===== src/verilog/snp_defines.svh =====
`ifndef SNP_DEFINES_SVH
`define SNP_DEFINES_SVH
// ********************************************************************
// Summary of operation
// Function 10 invalidates one 32-byte line
// Invalidate: tag state write, then line invalidates
// Pending operations may keep the bus owned
// Request, then wait for release, up to 1024; snp_cc_end waits in CC_REQ with no limit
// First owned state: new state, function zero
// Write strobe and set select two clocks later
// Four invalidates cover one 128-byte sector
// Write data bus meaningless during invalidate
// Intervention: read, compare, tag read, write, invalidate
// Queue compare on bits 17:7, both queues
// Shared only when clean exclusive, else unchanged
// Queue hit: discard data, keep state, hand back
// Read data seven clocks after first address
// Eight streaming addresses, 128 bits each
// Combined tag read in third, fourth states
// Old state read clock 6, new state eighth
// Tag-only transfers carry function zero
// Empty-queue code honoured only in last state
// Bypass asserted in second intervention state
// Function codes: 0,2,3,5,6,7 as listed
// Withdrawn request: exit state, then empty queue
// Withdraw request after final operation
// ********************************************************************

// ********************************************************************
// Function field codes
// ********************************************************************
`define SNP_FN_NOP      4'h0
`define SNP_FN_INTR     4'h2
`define SNP_FN_EMPTYQ   4'h3
`define SNP_FN_RD_EVEN  4'h5
`define SNP_FN_RD_ODD   4'h6
`define SNP_FN_RD_BOTH  4'h7
`define SNP_FN_INVAL    4'ha

// ********************************************************************
// Sequence steps (step 0 is the first owned state)
// ********************************************************************
`define SNP_IV_TAG_STATE_WRITE_STROBE_N     4'h2
`define SNP_IV_LAST     4'h4
`define SNP_SI_BYPASS   4'h1
`define SNP_SI_RD_FIRST 4'h2
`define SNP_SI_RD_LAST  4'h3
`define SNP_SI_IV_FIRST 4'h4
`define SNP_SI_TAG_STATE_READ_STROBE_N     4'h5
`define SNP_SI_TOE      4'h6
`define SNP_SI_NST      4'h7
`define SNP_SI_EQ       4'h8
`define SNP_SI_LAST     4'h9
`define SNP_SI_IV_BASE  4'h3

// ********************************************************************
// Bus fields, line states and timing
// ********************************************************************
`define SNP_TRA_LSB     5
`define SNP_ST_W        4
`define SNP_ST_INVALID  4'h0
`define SNP_ST_SHARED   4'h1
`define SNP_SAQ_HI      17
`define SNP_SAQ_LO      7
`define SNP_DATA_DELAY  7
`define SNP_REL_MAX     1024
`endif


===== src/verilog/snp_pkg.sv =====
package snp_pkg;
	// Controller sequencing states
	typedef enum logic [1:0] {
		CC_IDLE,
		CC_REQ,
		CC_RUN,
		CC_DROP
	} snp_cc_state_type;

	// Processor view of the transfer bus
	typedef enum logic [1:0] {
		BS_RUN,
		BS_CC,
		BS_BE,
		BS_EQ
	} snp_bus_state_type;
endpackage


===== src/verilog/snp_bus_if.sv =====
`timescale 1ns/100ps
interface snp_bus_if #(parameter int DATA_W = 128);
	logic              controller_bus_request_n; // Controller wants bus
	logic              processor_bus_release_n;  // Processor grants bus
	logic [3:0]        func;                     // Function field
	logic [39:5]       transfer_address_field;   // Address/state field
	logic [21:4]       cache_ram_address;        // Streaming address
	logic              stream_addr_valid;        // Streaming address live
	logic              bypass_n;                 // Load-to-store bypass
	logic              tag_state_write_strobe_n; // Tag state write
	logic              tag_state_read_strobe_n;  // Tag state read
	logic              tag_output_enable_n;      // Tag bus enable
	logic [1:0]        way_select;               // Set of four
	logic              even_queue_hit_n;         // Even queue hit
	logic              odd_queue_hit_n;          // Odd queue hit
	logic [DATA_W-1:0] store_data;               // Store data bus
	logic              store_data_valid;         // Store data live

	modport cc (
		output controller_bus_request_n,
		input  processor_bus_release_n,
		output func,
		output transfer_address_field,
		output cache_ram_address,
		output stream_addr_valid,
		output bypass_n,
		output tag_state_write_strobe_n,
		output tag_state_read_strobe_n,
		output tag_output_enable_n,
		output way_select,
		input  even_queue_hit_n,
		input  odd_queue_hit_n,
		input  store_data,
		input  store_data_valid
	);

	modport proc (
		input  controller_bus_request_n,
		output processor_bus_release_n,
		input  func,
		input  transfer_address_field,
		input  cache_ram_address,
		input  stream_addr_valid,
		input  bypass_n,
		input  tag_state_write_strobe_n,
		input  tag_state_read_strobe_n,
		input  tag_output_enable_n,
		input  way_select,
		output even_queue_hit_n,
		output odd_queue_hit_n,
		output store_data,
		output store_data_valid
	);
endinterface


===== src/verilog/snp_cc_end.sv =====
`timescale 1ns/100ps
`include "snp_defines.svh"
// ********************************************************************
// Cache controller end: inbound invalidate and shared intervention
// ********************************************************************
module snp_cc_end #(
	parameter int DATA_W = 128
) (
	input  wire logic              core_clk,
	input  wire logic              sys_rst,
	snp_bus_if.cc                  bus,
	input  wire logic              op_valid,
	input  wire logic              op_shared,
	input  wire logic [39:7]       op_addr,
	input  wire logic [1:0]        op_way,
	input  wire logic              line_dirty,
	input  wire logic              line_exclusive,
	output logic                   op_taken,
	output logic                   op_done,
	output logic                   data_keep,
	output logic                   rd_valid,
	output logic [DATA_W-1:0]      rd_data
);
	// ****************************************************************
	// State
	// ****************************************************************
	snp_pkg::snp_cc_state_type state;      // Sequencer state
	snp_pkg::snp_cc_state_type next_state; // Sequencer next state
	logic [3:0]                step;       // Owned-state index
	logic [3:0]                next_step;  // Next owned-state index
	logic                      shared;     // Current op is intervention
	logic [39:7]               addr;       // Current sector address
	logic [1:0]                way;        // Current set
	logic                      hit_seen;   // Queue hit this attempt
	logic                      retry;      // Restart after queue drain
	logic                      next_retry; // Next restart flag
	logic                      take;       // Accept a new op now
	logic                      last_step;  // Final owned state
	logic                      clean_excl; // Line may turn shared
	logic [39:5]               nst_word;   // New state on address field
	logic [1:0]                inv_line;   // Line within sector

	// Last step; a queue hit cuts the intervention short
	assign last_step = shared ?
		(step == `SNP_SI_LAST || (step == `SNP_SI_EQ && hit_seen)) :
		(step == `SNP_IV_LAST);

	// Limitation: needs the tag read result by the last step
	assign clean_excl = line_exclusive && !line_dirty;

	// Line index of each invalidate address
	assign inv_line = shared ?
		((step == `SNP_SI_BYPASS) ? 2'h0 : 2'(step - `SNP_SI_IV_BASE)) :
		2'(step - 4'h1);

	// New state word, zero above the state bits
	always_comb begin
		nst_word = '0;
		nst_word[`SNP_TRA_LSB +: `SNP_ST_W] =
			shared ? `SNP_ST_SHARED : `SNP_ST_INVALID;
	end

	// ****************************************************************
	// Sequencer
	// ****************************************************************
	// Next state, step and accept
	always_comb begin
		next_state = state;
		next_step = step;
		next_retry = retry;
		take = 1'b0;
		unique case (state)
			snp_pkg::CC_IDLE: begin
				if (op_valid) begin
					take = 1'b1;
					next_state = snp_pkg::CC_REQ;
				end
			end
			snp_pkg::CC_REQ: begin
				// Wait for release, however long
				if (!bus.processor_bus_release_n) begin
					next_state = snp_pkg::CC_RUN;
					next_step = '0;
				end
			end
			snp_pkg::CC_RUN: begin
				if (!last_step) begin
					next_step = step + 4'h1;
				end else if (shared && hit_seen) begin
					// Hand back, restart after draining
					next_state = snp_pkg::CC_DROP;
					next_retry = 1'b1;
				end else if (op_valid) begin
					// Chain without giving the bus back
					take = 1'b1;
					next_step = '0;
				end else begin
					// Give the bus back when done
					next_state = snp_pkg::CC_DROP;
					next_retry = 1'b0;
				end
			end
			snp_pkg::CC_DROP: begin
				// Wait for the grant to drop before asking again
				if (bus.processor_bus_release_n) begin
					next_state = retry ? snp_pkg::CC_REQ : snp_pkg::CC_IDLE;
				end
			end
		endcase
	end

	// State registers
	always_ff @(posedge core_clk) begin
		if (sys_rst) begin
			state <= snp_pkg::CC_IDLE;
			step <= '0;
			retry <= 1'b0;
		end else begin
			state <= next_state;
			step <= next_step;
			retry <= next_retry;
		end
	end

	// Operation latch
	always_ff @(posedge core_clk) begin
		if (sys_rst) begin
			shared <= 1'b0;
			addr <= '0;
			way <= '0;
		end else if (take) begin
			shared <= op_shared;
			addr <= op_addr;
			way <= op_way;
		end
	end

	// Queue hit capture, cleared per attempt
	always_ff @(posedge core_clk) begin
		if (sys_rst) begin
			hit_seen <= 1'b0;
		end else if (state != snp_pkg::CC_RUN) begin
			if (state == snp_pkg::CC_REQ) begin
				hit_seen <= 1'b0;
			end
		end else if (take) begin
			hit_seen <= 1'b0;
		end else if (shared && step < `SNP_SI_EQ) begin
			// Either queue may hit
			hit_seen <= hit_seen || !bus.even_queue_hit_n ||
				!bus.odd_queue_hit_n;
		end
	end

	// Request follows the sequencer
	always_ff @(posedge core_clk) begin
		if (sys_rst) begin
			bus.controller_bus_request_n <= 1'b1;
		end else begin
			bus.controller_bus_request_n <=
				!(next_state == snp_pkg::CC_REQ ||
				next_state == snp_pkg::CC_RUN);
		end
	end

	// ****************************************************************
	// Bus drive
	// ****************************************************************
	// Outputs for each owned state; idle values elsewhere
	always_ff @(posedge core_clk) begin
		if (sys_rst) begin
			bus.func <= `SNP_FN_NOP;
			bus.transfer_address_field <= '0;
			bus.cache_ram_address <= '0;
			bus.stream_addr_valid <= 1'b0;
			bus.bypass_n <= 1'b1;
			bus.tag_state_write_strobe_n <= 1'b1;
			bus.tag_state_read_strobe_n <= 1'b1;
			bus.tag_output_enable_n <= 1'b1;
			bus.way_select <= '0;
		end else begin
			bus.func <= `SNP_FN_NOP;
			bus.transfer_address_field <= '0;
			bus.cache_ram_address <= '0;
			bus.stream_addr_valid <= 1'b0;
			bus.bypass_n <= 1'b1;
			bus.tag_state_write_strobe_n <= 1'b1;
			bus.tag_state_read_strobe_n <= 1'b1;
			bus.tag_output_enable_n <= 1'b1;
			bus.way_select <= '0;
			if (state == snp_pkg::CC_RUN && !shared) begin
				// Tag write first, then invalidates
				if (step == '0) begin
					// New state with no-operation code
					bus.transfer_address_field <= nst_word;
				end else begin
					// Four line addresses, one sector
					bus.func <= `SNP_FN_INVAL;
					bus.transfer_address_field <= {addr, inv_line};
				end
				// Strobe and set two clocks later
				if (step == `SNP_IV_TAG_STATE_WRITE_STROBE_N) begin
					bus.tag_state_write_strobe_n <= 1'b0;
					bus.way_select <= way;
				end
			end else if (state == snp_pkg::CC_RUN) begin
				// Pipelined intervention operations
				if (step < `SNP_SI_EQ) begin
					// Eight streaming addresses
					bus.cache_ram_address <= {addr[21:7], step[2:0]};
					bus.stream_addr_valid <= 1'b1;
				end
				if (step == '0) begin
					// Read address for the queue compare
					bus.transfer_address_field <= {addr, 2'h0};
				end
				if (step == `SNP_SI_BYPASS) begin
					// Bypass in second state
					bus.bypass_n <= 1'b0;
				end
				if (step == `SNP_SI_BYPASS ||
					(step >= `SNP_SI_IV_FIRST && step < `SNP_SI_NST)) begin
					bus.func <= `SNP_FN_INVAL;
					bus.transfer_address_field <= {addr, inv_line};
				end
				if (step == `SNP_SI_RD_FIRST || step == `SNP_SI_RD_LAST) begin
					// Combined read, result later
					bus.func <= `SNP_FN_RD_BOTH;
				end
				// Old state read, then enable
				if (step == `SNP_SI_TAG_STATE_READ_STROBE_N) begin
					bus.tag_state_read_strobe_n <= 1'b0;
				end
				if (step == `SNP_SI_TOE) begin
					bus.tag_output_enable_n <= 1'b0;
				end
				if (step == `SNP_SI_NST) begin
					// Tag-only state with code zero
					bus.transfer_address_field <= nst_word;
				end
				if (step == `SNP_SI_EQ) begin
					// Honoured only if this is last
					bus.func <= `SNP_FN_EMPTYQ;
				end
				// Commit only for clean exclusive
				if (step == `SNP_SI_LAST && clean_excl) begin
					bus.tag_state_write_strobe_n <= 1'b0;
					bus.way_select <= way;
				end
			end
		end
	end

	// ****************************************************************
	// User side
	// ****************************************************************
	// Completion and data forwarding
	always_ff @(posedge core_clk) begin
		if (sys_rst) begin
			op_taken <= 1'b0;
			op_done <= 1'b0;
			data_keep <= 1'b0;
			rd_valid <= 1'b0;
			rd_data <= '0;
		end else begin
			op_taken <= take;
			op_done <= state == snp_pkg::CC_RUN && last_step &&
				!(shared && hit_seen);
			// Data worth keeping only dirty exclusive
			data_keep <= state == snp_pkg::CC_RUN && last_step &&
				shared && !hit_seen && line_dirty && line_exclusive;
			// Data follows address by fixed latency
			// Nothing captured for invalidates
			rd_valid <= bus.store_data_valid && shared && !hit_seen;
			rd_data <= bus.store_data;
		end
	end
endmodule


===== src/flat_wrapper.sv =====
// flat-port wrapper written by rule: the top's interface ports become plain ports
module snp_cc_end_flat 
#(
	parameter int DATA_W = 128
)
  (core_clk, sys_rst, op_valid, op_shared, op_addr, op_way, line_dirty, line_exclusive, op_taken, op_done, data_keep, rd_valid, rd_data, bus_controller_bus_request_n, bus_processor_bus_release_n, bus_func, bus_transfer_address_field, bus_cache_ram_address, bus_stream_addr_valid, bus_bypass_n, bus_tag_state_write_strobe_n, bus_tag_state_read_strobe_n, bus_tag_output_enable_n, bus_way_select, bus_even_queue_hit_n, bus_odd_queue_hit_n, bus_store_data, bus_store_data_valid);
  snp_bus_if #(.DATA_W(DATA_W)) bus_i ();
  input  wire logic core_clk;
  input  wire logic sys_rst;
  input  wire logic op_valid;
  input  wire logic op_shared;
  input  wire logic [39:7] op_addr;
  input  wire logic [1:0] op_way;
  input  wire logic line_dirty;
  input  wire logic line_exclusive;
  output logic op_taken;
  output logic op_done;
  output logic data_keep;
  output logic rd_valid;
  output logic [DATA_W-1:0] rd_data;
  output wire logic [$bits(bus_i.controller_bus_request_n)-1:0] bus_controller_bus_request_n;
  input wire logic [$bits(bus_i.processor_bus_release_n)-1:0] bus_processor_bus_release_n;
  output wire logic [$bits(bus_i.func)-1:0] bus_func;
  output wire logic [$bits(bus_i.transfer_address_field)-1:0] bus_transfer_address_field;
  output wire logic [$bits(bus_i.cache_ram_address)-1:0] bus_cache_ram_address;
  output wire logic [$bits(bus_i.stream_addr_valid)-1:0] bus_stream_addr_valid;
  output wire logic [$bits(bus_i.bypass_n)-1:0] bus_bypass_n;
  output wire logic [$bits(bus_i.tag_state_write_strobe_n)-1:0] bus_tag_state_write_strobe_n;
  output wire logic [$bits(bus_i.tag_state_read_strobe_n)-1:0] bus_tag_state_read_strobe_n;
  output wire logic [$bits(bus_i.tag_output_enable_n)-1:0] bus_tag_output_enable_n;
  output wire logic [$bits(bus_i.way_select)-1:0] bus_way_select;
  input wire logic [$bits(bus_i.even_queue_hit_n)-1:0] bus_even_queue_hit_n;
  input wire logic [$bits(bus_i.odd_queue_hit_n)-1:0] bus_odd_queue_hit_n;
  input wire logic [$bits(bus_i.store_data)-1:0] bus_store_data;
  input wire logic [$bits(bus_i.store_data_valid)-1:0] bus_store_data_valid;
  assign bus_controller_bus_request_n = bus_i.controller_bus_request_n;
  assign bus_i.processor_bus_release_n = bus_processor_bus_release_n;
  assign bus_func = bus_i.func;
  assign bus_transfer_address_field = bus_i.transfer_address_field;
  assign bus_cache_ram_address = bus_i.cache_ram_address;
  assign bus_stream_addr_valid = bus_i.stream_addr_valid;
  assign bus_bypass_n = bus_i.bypass_n;
  assign bus_tag_state_write_strobe_n = bus_i.tag_state_write_strobe_n;
  assign bus_tag_state_read_strobe_n = bus_i.tag_state_read_strobe_n;
  assign bus_tag_output_enable_n = bus_i.tag_output_enable_n;
  assign bus_way_select = bus_i.way_select;
  assign bus_i.even_queue_hit_n = bus_even_queue_hit_n;
  assign bus_i.odd_queue_hit_n = bus_odd_queue_hit_n;
  assign bus_i.store_data = bus_store_data;
  assign bus_i.store_data_valid = bus_store_data_valid;
  snp_cc_end #(.DATA_W(DATA_W)) u_core (.core_clk(core_clk), .sys_rst(sys_rst), .bus(bus_i), .op_valid(op_valid), .op_shared(op_shared), .op_addr(op_addr), .op_way(op_way), .line_dirty(line_dirty), .line_exclusive(line_exclusive), .op_taken(op_taken), .op_done(op_done), .data_keep(data_keep), .rd_valid(rd_valid), .rd_data(rd_data));
endmodule

===== config.mk =====
export PLATFORM = sky130hd
export DESIGN_NAME = snp_cc_end_flat
export DESIGN_NICKNAME = d
export VERILOG_FILES = /design/src/verilog/snp_pkg.sv /design/src/verilog/snp_bus_if.sv /design/src/verilog/snp_cc_end.sv /design/src/flat_wrapper.sv
export VERILOG_INCLUDE_DIRS = /design/src /design/src/verilog
export SDC_FILE = /design/constraint.sdc
export NUM_CORES = 1
export LEC_CHECK = 0
export BUFFER_PORTS_ARGS = -buffer_cell sky130_fd_sc_hd__buf_2
export CELL_PAD_IN_SITES_DETAIL_PLACEMENT = 0
export CELL_PAD_IN_SITES_GLOBAL_PLACEMENT = 1
export CORE_MARGIN = 2
export CORE_UTILIZATION = 33
export DETAILED_ROUTE_END_ITERATION = 16
export PLACE_DENSITY_LB_ADDON = 0.1
export SLEW_MARGIN = 30
export SYNTH_ARGS = -nofsm -noshare
export SYNTH_HDL_FRONTEND = slang
export SYNTH_SLANG_ARGS = --single-unit

===== constraint.sdc =====
create_clock -name core_clk -period 2.05 [get_ports core_clk]
set_input_delay 0.205 -clock core_clk [delete_from_list [all_inputs] [get_ports core_clk]]
set_output_delay 0.205 -clock core_clk [all_outputs]
set_load 0.02 [all_outputs]

* Yosys cells after proc, flatten, opt, wreduce, memory -nomap -nowiden
Cells that the tools add are included.
Widths: inputs -> output; s select.
** Word-level totals
- Word-level logic and storage cells :: 138
- Register bits :: 241
** Operators by class
- $add $sub $neg :: 3
- Bitwise logic cells :: 2
- Eq/ne operators :: 20
- Order comparisons :: 3
- Muxes and demuxes :: 51
- Reduce and logical (&&, ||, !) cells :: 37
** Operator list (count)
- $mux 35 :: 6
- $mux 4 :: 10
- $mux 2 :: 12
- $mux 1 :: 20
- $eq 4x3->1 const B :: 4
- $logic_and 1x1->1 :: 15
- $eq 4x2->1 const B :: 2
- $eq 4x4->1 const B :: 2
- $pmux 2 s4 :: 1
- $pmux 4 s2 :: 1
- $logic_not 1->1 :: 7
- $eq 2x2->1 const B :: 3
- $logic_or 1x1->1 :: 6
- $ne 2x2->1 const B :: 3
- $ne 3x3->1 const B :: 2
- $add 4x1->4 const B :: 1
- $eq 2x1->1 const B :: 2
- $eq 4x1->1 const B :: 1
- $ge 4x3->1 const B :: 1
- $logic_not 4->1 :: 1
- $lt 4x3->1 const B :: 1
- $lt 4x4->1 const B :: 1
- $reduce_and 4->1 :: 1
- $reduce_or 4->1 :: 1
- other kinds (11) :: 12

* Longest topological paths before layout
- Depth in word-level cells :: 9
- Depth in mapped cells :: 10
- Gate-level depth less buffers :: 7

* Worst setup path after synthesis
Ideal clock, no wire load.
- Path type :: register to register
- Start point :: register u_core.step[0]
- End point :: register u_core.hit_seen
- Stages on the path, launching flop included :: 9
- Library setup time :: 79 ps
- Path buffers :: 1
- Path slack :: 178 ps
- Data arrival time :: 1793 ps
- Clock period less this slack :: 1872 ps
- Cell sequence :: dfxtp_1 -> inv_1 -> ha_1 -> and4bb_4 -> a22oi_4 -> o21a_2 -> buf_6 -> o211ai_2 -> a211oi_2
** Between the ends
- Word-level cells in the longest chain between the ends :: 8
** RTL lines
- start: declaration :: line snp_cc_end.sv:29 : logic [3:0] step;
- start signal: assignment :: line snp_cc_end.sv:120 : step <= next_step;
- $eq 4x4->1 (no source line)
- $logic_and 1x1->1 :: line snp_cc_end.sv:45 : (step == `SNP_SI_LAST || (step == `SNP_SI_EQ && hit_seen)) :
- $logic_or 1x1->1 :: line snp_cc_end.sv:45
- $mux 1 :: line snp_cc_end.sv:44 : assign last_step = shared ?
- $mux 1 :: line snp_cc_end.sv:87 : if (!last_step) begin
- $pmux 1 s2 :: line snp_cc_end.sv:72 : unique case (state)
- $reduce_bool 3->1 (no source line) or $mux 1 (tied branches)
- $reduce_and 2->1 (no source line) or $mux 1 (tied branches)
- end signal: assignment :: line snp_cc_end.sv:150 : hit_seen <= hit_seen || !bus.even_queue_hit_n ||
- end: declaration :: line snp_cc_end.sv:34 : logic hit_seen;
Several ways; a longest one is shown, not always the timed one.
A chain may end at the register's enable or synchronous reset.

* Final worst setup path
- Start point :: register u_core.state[0]
- End point :: register u_core.step[2]
** Between the ends
- Word-level cells in the longest chain between the ends :: 3
** RTL lines
- start: declaration :: line snp_cc_end.sv:27 : snp_pkg::snp_cc_state_type state;
- start signal: assignment :: line snp_cc_end.sv:115 : state <= snp_pkg::CC_IDLE;
- start signal: assignment :: line snp_cc_end.sv:119 : state <= next_state;
- $eq 2x2->1 or $eq 2x1->1 (tied branches) :: line snp_cc_end.sv:72
- $ne 3x3->1 (no source line), or another cell as far along
- $reduce_and 4->1 (no source line)
Several ways; a longest one is shown, not always the timed one.

==> flow_summary.ini <==
[cells_and_area]
stdcell_count = 1521
utilization = 0.551
drive_gt1_frac = 0.352
layout-area-overhead-vs-synth_pct = 64.2
stdcell_area_um2 = 12000
nets = 1400

[global_route]
groute.usage.overall = 0.177
grt_max_degree = 81
grt_pass1_vias = 6445
antenna_found_initial = 2
grt_pass1_wl_um = 33800
overflow = 0

[timing]
drv_slew = 0
finClkSkew_ns = 0.00786
setup_tns_ns = 0
setup_violations = 0
timing.final.crit_share = 0.926
max_slew_margin = 0.709
fin_crit_ns = 1.90
rsz0062_at_grt = no
fmax_mhz = 527
setup_ws_ns = 0.152
hold_viol = 0
tightest_slew_ns = 0.437

[hold_path]
hold_path_class = in -> reg

[placed_design]
place.detailed.hpwl_um = 14400
dp_cells = 1304
placed_area_um2 = 9500
place.gp.congestion = 0.745
dp_slack_ns = 0.176
port_buffers = 369

[routing]
vias = 6402
dr.pass1.iters = 4
dr_wl_met3_um = 1600
routed.top_layer = met5
ant_nets = 0
drc_errors = 0
routedWlPerCell_um = 14.3
totalWireLength_um = 21700
drtIter0Drc = 235
dr_wl_met2_um = 10800
avgViaCountPerCell = 4.21
drt-met1-wl_um = 8680

[worst_setup_path]
cp_top_family = compound AO/OA/AOI/OAI gates
cp.required_ns = 2.50
slowest_stage = dfxtp_1
path_class = reg -> reg
cp_max_fo = 6
worstPathArrival_ns = 2.35
cpPeakStageDelay_ns = 0.33
cp-start-kind = flop
crit_path_end_kind = flop
path_cells = inv_1 > ha_1 > and4b_1 > a22oi_4 > buf_4 > o21bai_1 > o21ai_0 > a21oi_1
worst-path-buf-inv = 2

[clock_tree]
cts_buffer_depth = 3
clock_latency_ns = 0.52
cts_buffers = 27
cts-root-buf = clkbuf_16
clkSinkCount = 241
cts_max_level = 1
tritoncts = yes
cts_setup_buffers = 0
cts_resized = 0
clk_pin_slew_ns = 0.06

[pwr]
powerDensity_nw_per_um2 = 968
ir_worst_vdd_uv = 587
p_leak_nw = 5.77

[logic_synthesis]
ys.flop_type = dfxtp_1
synth_area_um2 = 7310
yosys.area.top_type = dfxtp_1
synth_compound_area_frac = 0.0629
synth_seq_cells = 241
yosys.cell_count.top_type = dfxtp_1
synthAdderAreaFrac = 0.0137
synthXorXnorAreaFrac = 0
avgSynthCellArea_um2 = 10.8
synthTopCellsByCount = 241 x dfxtp_1, 135 x nor2b_1, 86 x nand2_1, 46 x a21oi_1, 37 x and2_1
synth_top_family_by_area = simple AND/OR/NAND/NOR gates
muxShareOfSynthArea = 0.00137
yosys_warnings = 0
synth.distinct_cells = 45
synth_edf_count = 0
synth_fp_nets = 859
synthCells = 678
async_reset_ff_frac = 0
synthSimpleGateAreaFrac = 0.233
synth_top_area_frac = 0.660
ys_seq_area_frac = 0.660
synth_area_leaders = dfxtp_1 66%, nor2b_1 12%, nand2_1 4.4%, and2_1 3.2%, a21oi_1 3.1%

[floorplanning]
die_w_um = 153
initial_core_util = 0.335
pin_count = 370
die_area_um2 = 23400
core_um2 = 21800
die_height_um = 153
num_rows = 54

[outcome]
status = finished, final reports clean

[job]
drv_cap = 0
[logic make-up after synthesis]
logic type                 Yosys count
and+or+nand+nor                    308
DFF                                241
AOI/OAI and AO/OA                   73
buffers and inverters               47
adders and majority gates            8
muxes                                1
[through the flow]
stage / power [mW] / hold WS, ns
6_report: 11.6 / 0.0324
2_1_floorplan: 6.35 / 0.333
3_3_place_gp: 6.96 / 0.412
3_5_place_dp: 6.97 / 0.418
5_1_grt: 12.2 / 0.0164
4_1_cts: 11.8 / 0.0107
[final timing paths]
check | to | slack (ns) | depth (start not counted) | startpoint
setup / recovery | u_core.step[2]$_SDFFE_PP0P_ | 0.15 | 8 | u_core.state[0]$_SDFF_PP0_
hold reg to reg | u_core.addr[27]$_SDFFE_PP0P_ | 0.44 | 2 | u_core.addr[27]$_SDFFE_PP0P_
hold / removal | u_core.data_keep$_SDFF_PP0_ | 0.03 | 3 | line_exclusive
setup reg to reg | u_core.step[2]$_SDFFE_PP0P_ | 0.15 | 8 | u_core.state[0]$_SDFF_PP0_
[layer usage]
metal,global-route usage,up-vias
li1,-,3242
met1,0.206,2877
met2,0.315,240
met3,0.0491,41
met4,0.0600,2
met5,0,-
[repair_timing]
item / in CTS / in global routing
setup endpoints to repair: 0 / 0
hold endpoints to repair: 166 / 0
hold buffers: 166 / 0
[registers in the layout, indices dropped and copies added (netlist names), 2 cells and up]
register,count
u_core.addr,33
u_core.bus.cache_ram_address,18
u_core.bus.func,4
u_core.bus.transfer_address_field,35
u_core.bus.way_select,2
u_core.rd_data,128
u_core.state,2
u_core.step,4
u_core.way,2
[layout by cell type, fill, tap and decap left out, types with 4 or more instances in the layout]
cell type / netlist / routed
and2_1: 37 / 37
nand2_1: 86 / 86
dlygate4sd3_1: 0 / 166
buf_4: 4 / 12
buf_12: 0 / 4
o21ai_0: 7 / 7
inv_1: 8 / 8
clkbuf_16: 0 / 27
dfxtp_1: 241 / 241
clkbuf_1: 29 / 8
and3_1: 20 / 20
nor3_1: 4 / 4
a21oi_1: 46 / 46
nor2b_1: 135 / 135
clkinv_2: 0 / 6
clkbuf_8: 0 / 7
ha_1: 8 / 8
buf_2: 3 / 368
nor2_1: 11 / 11
[power breakdown]
part	total (mW)	internal [mW]	switching [mW]
clock	4.52	2.69	1.83
combinational	1.98	0.882	1.09
sequential	5.13	5.00	0.133
total	11.6	8.57	3.06
[layout make-up]
| class | count | area [um2] |
|---|---|---|
| fill | 1968 | 9810 |
| multi-input combinational | 390 | 2270 |
| clock inverter | 8 | 47.5 |
| timing repair buffer | 551 | 3680 |
| tap | 280 | 350 |
| inverter | 8 | 30.0 |
| antenna | 1 | 2.50 |
| sequential | 241 | 4820 |
| clock buffer | 42 | 802 |
[worst register-to-register path, stage by stage (launching register included)]
cell and delay [ns]:
dfxtp_1 0.33, inv_1 0.13, ha_1 0.26, and4b_1 0.27
a22oi_4 0.08, buf_4 0.16, o21bai_1 0.30, o21ai_0 0.15
a21oi_1 0.16
Note: power is estimated with default switching activity, not from simulation.
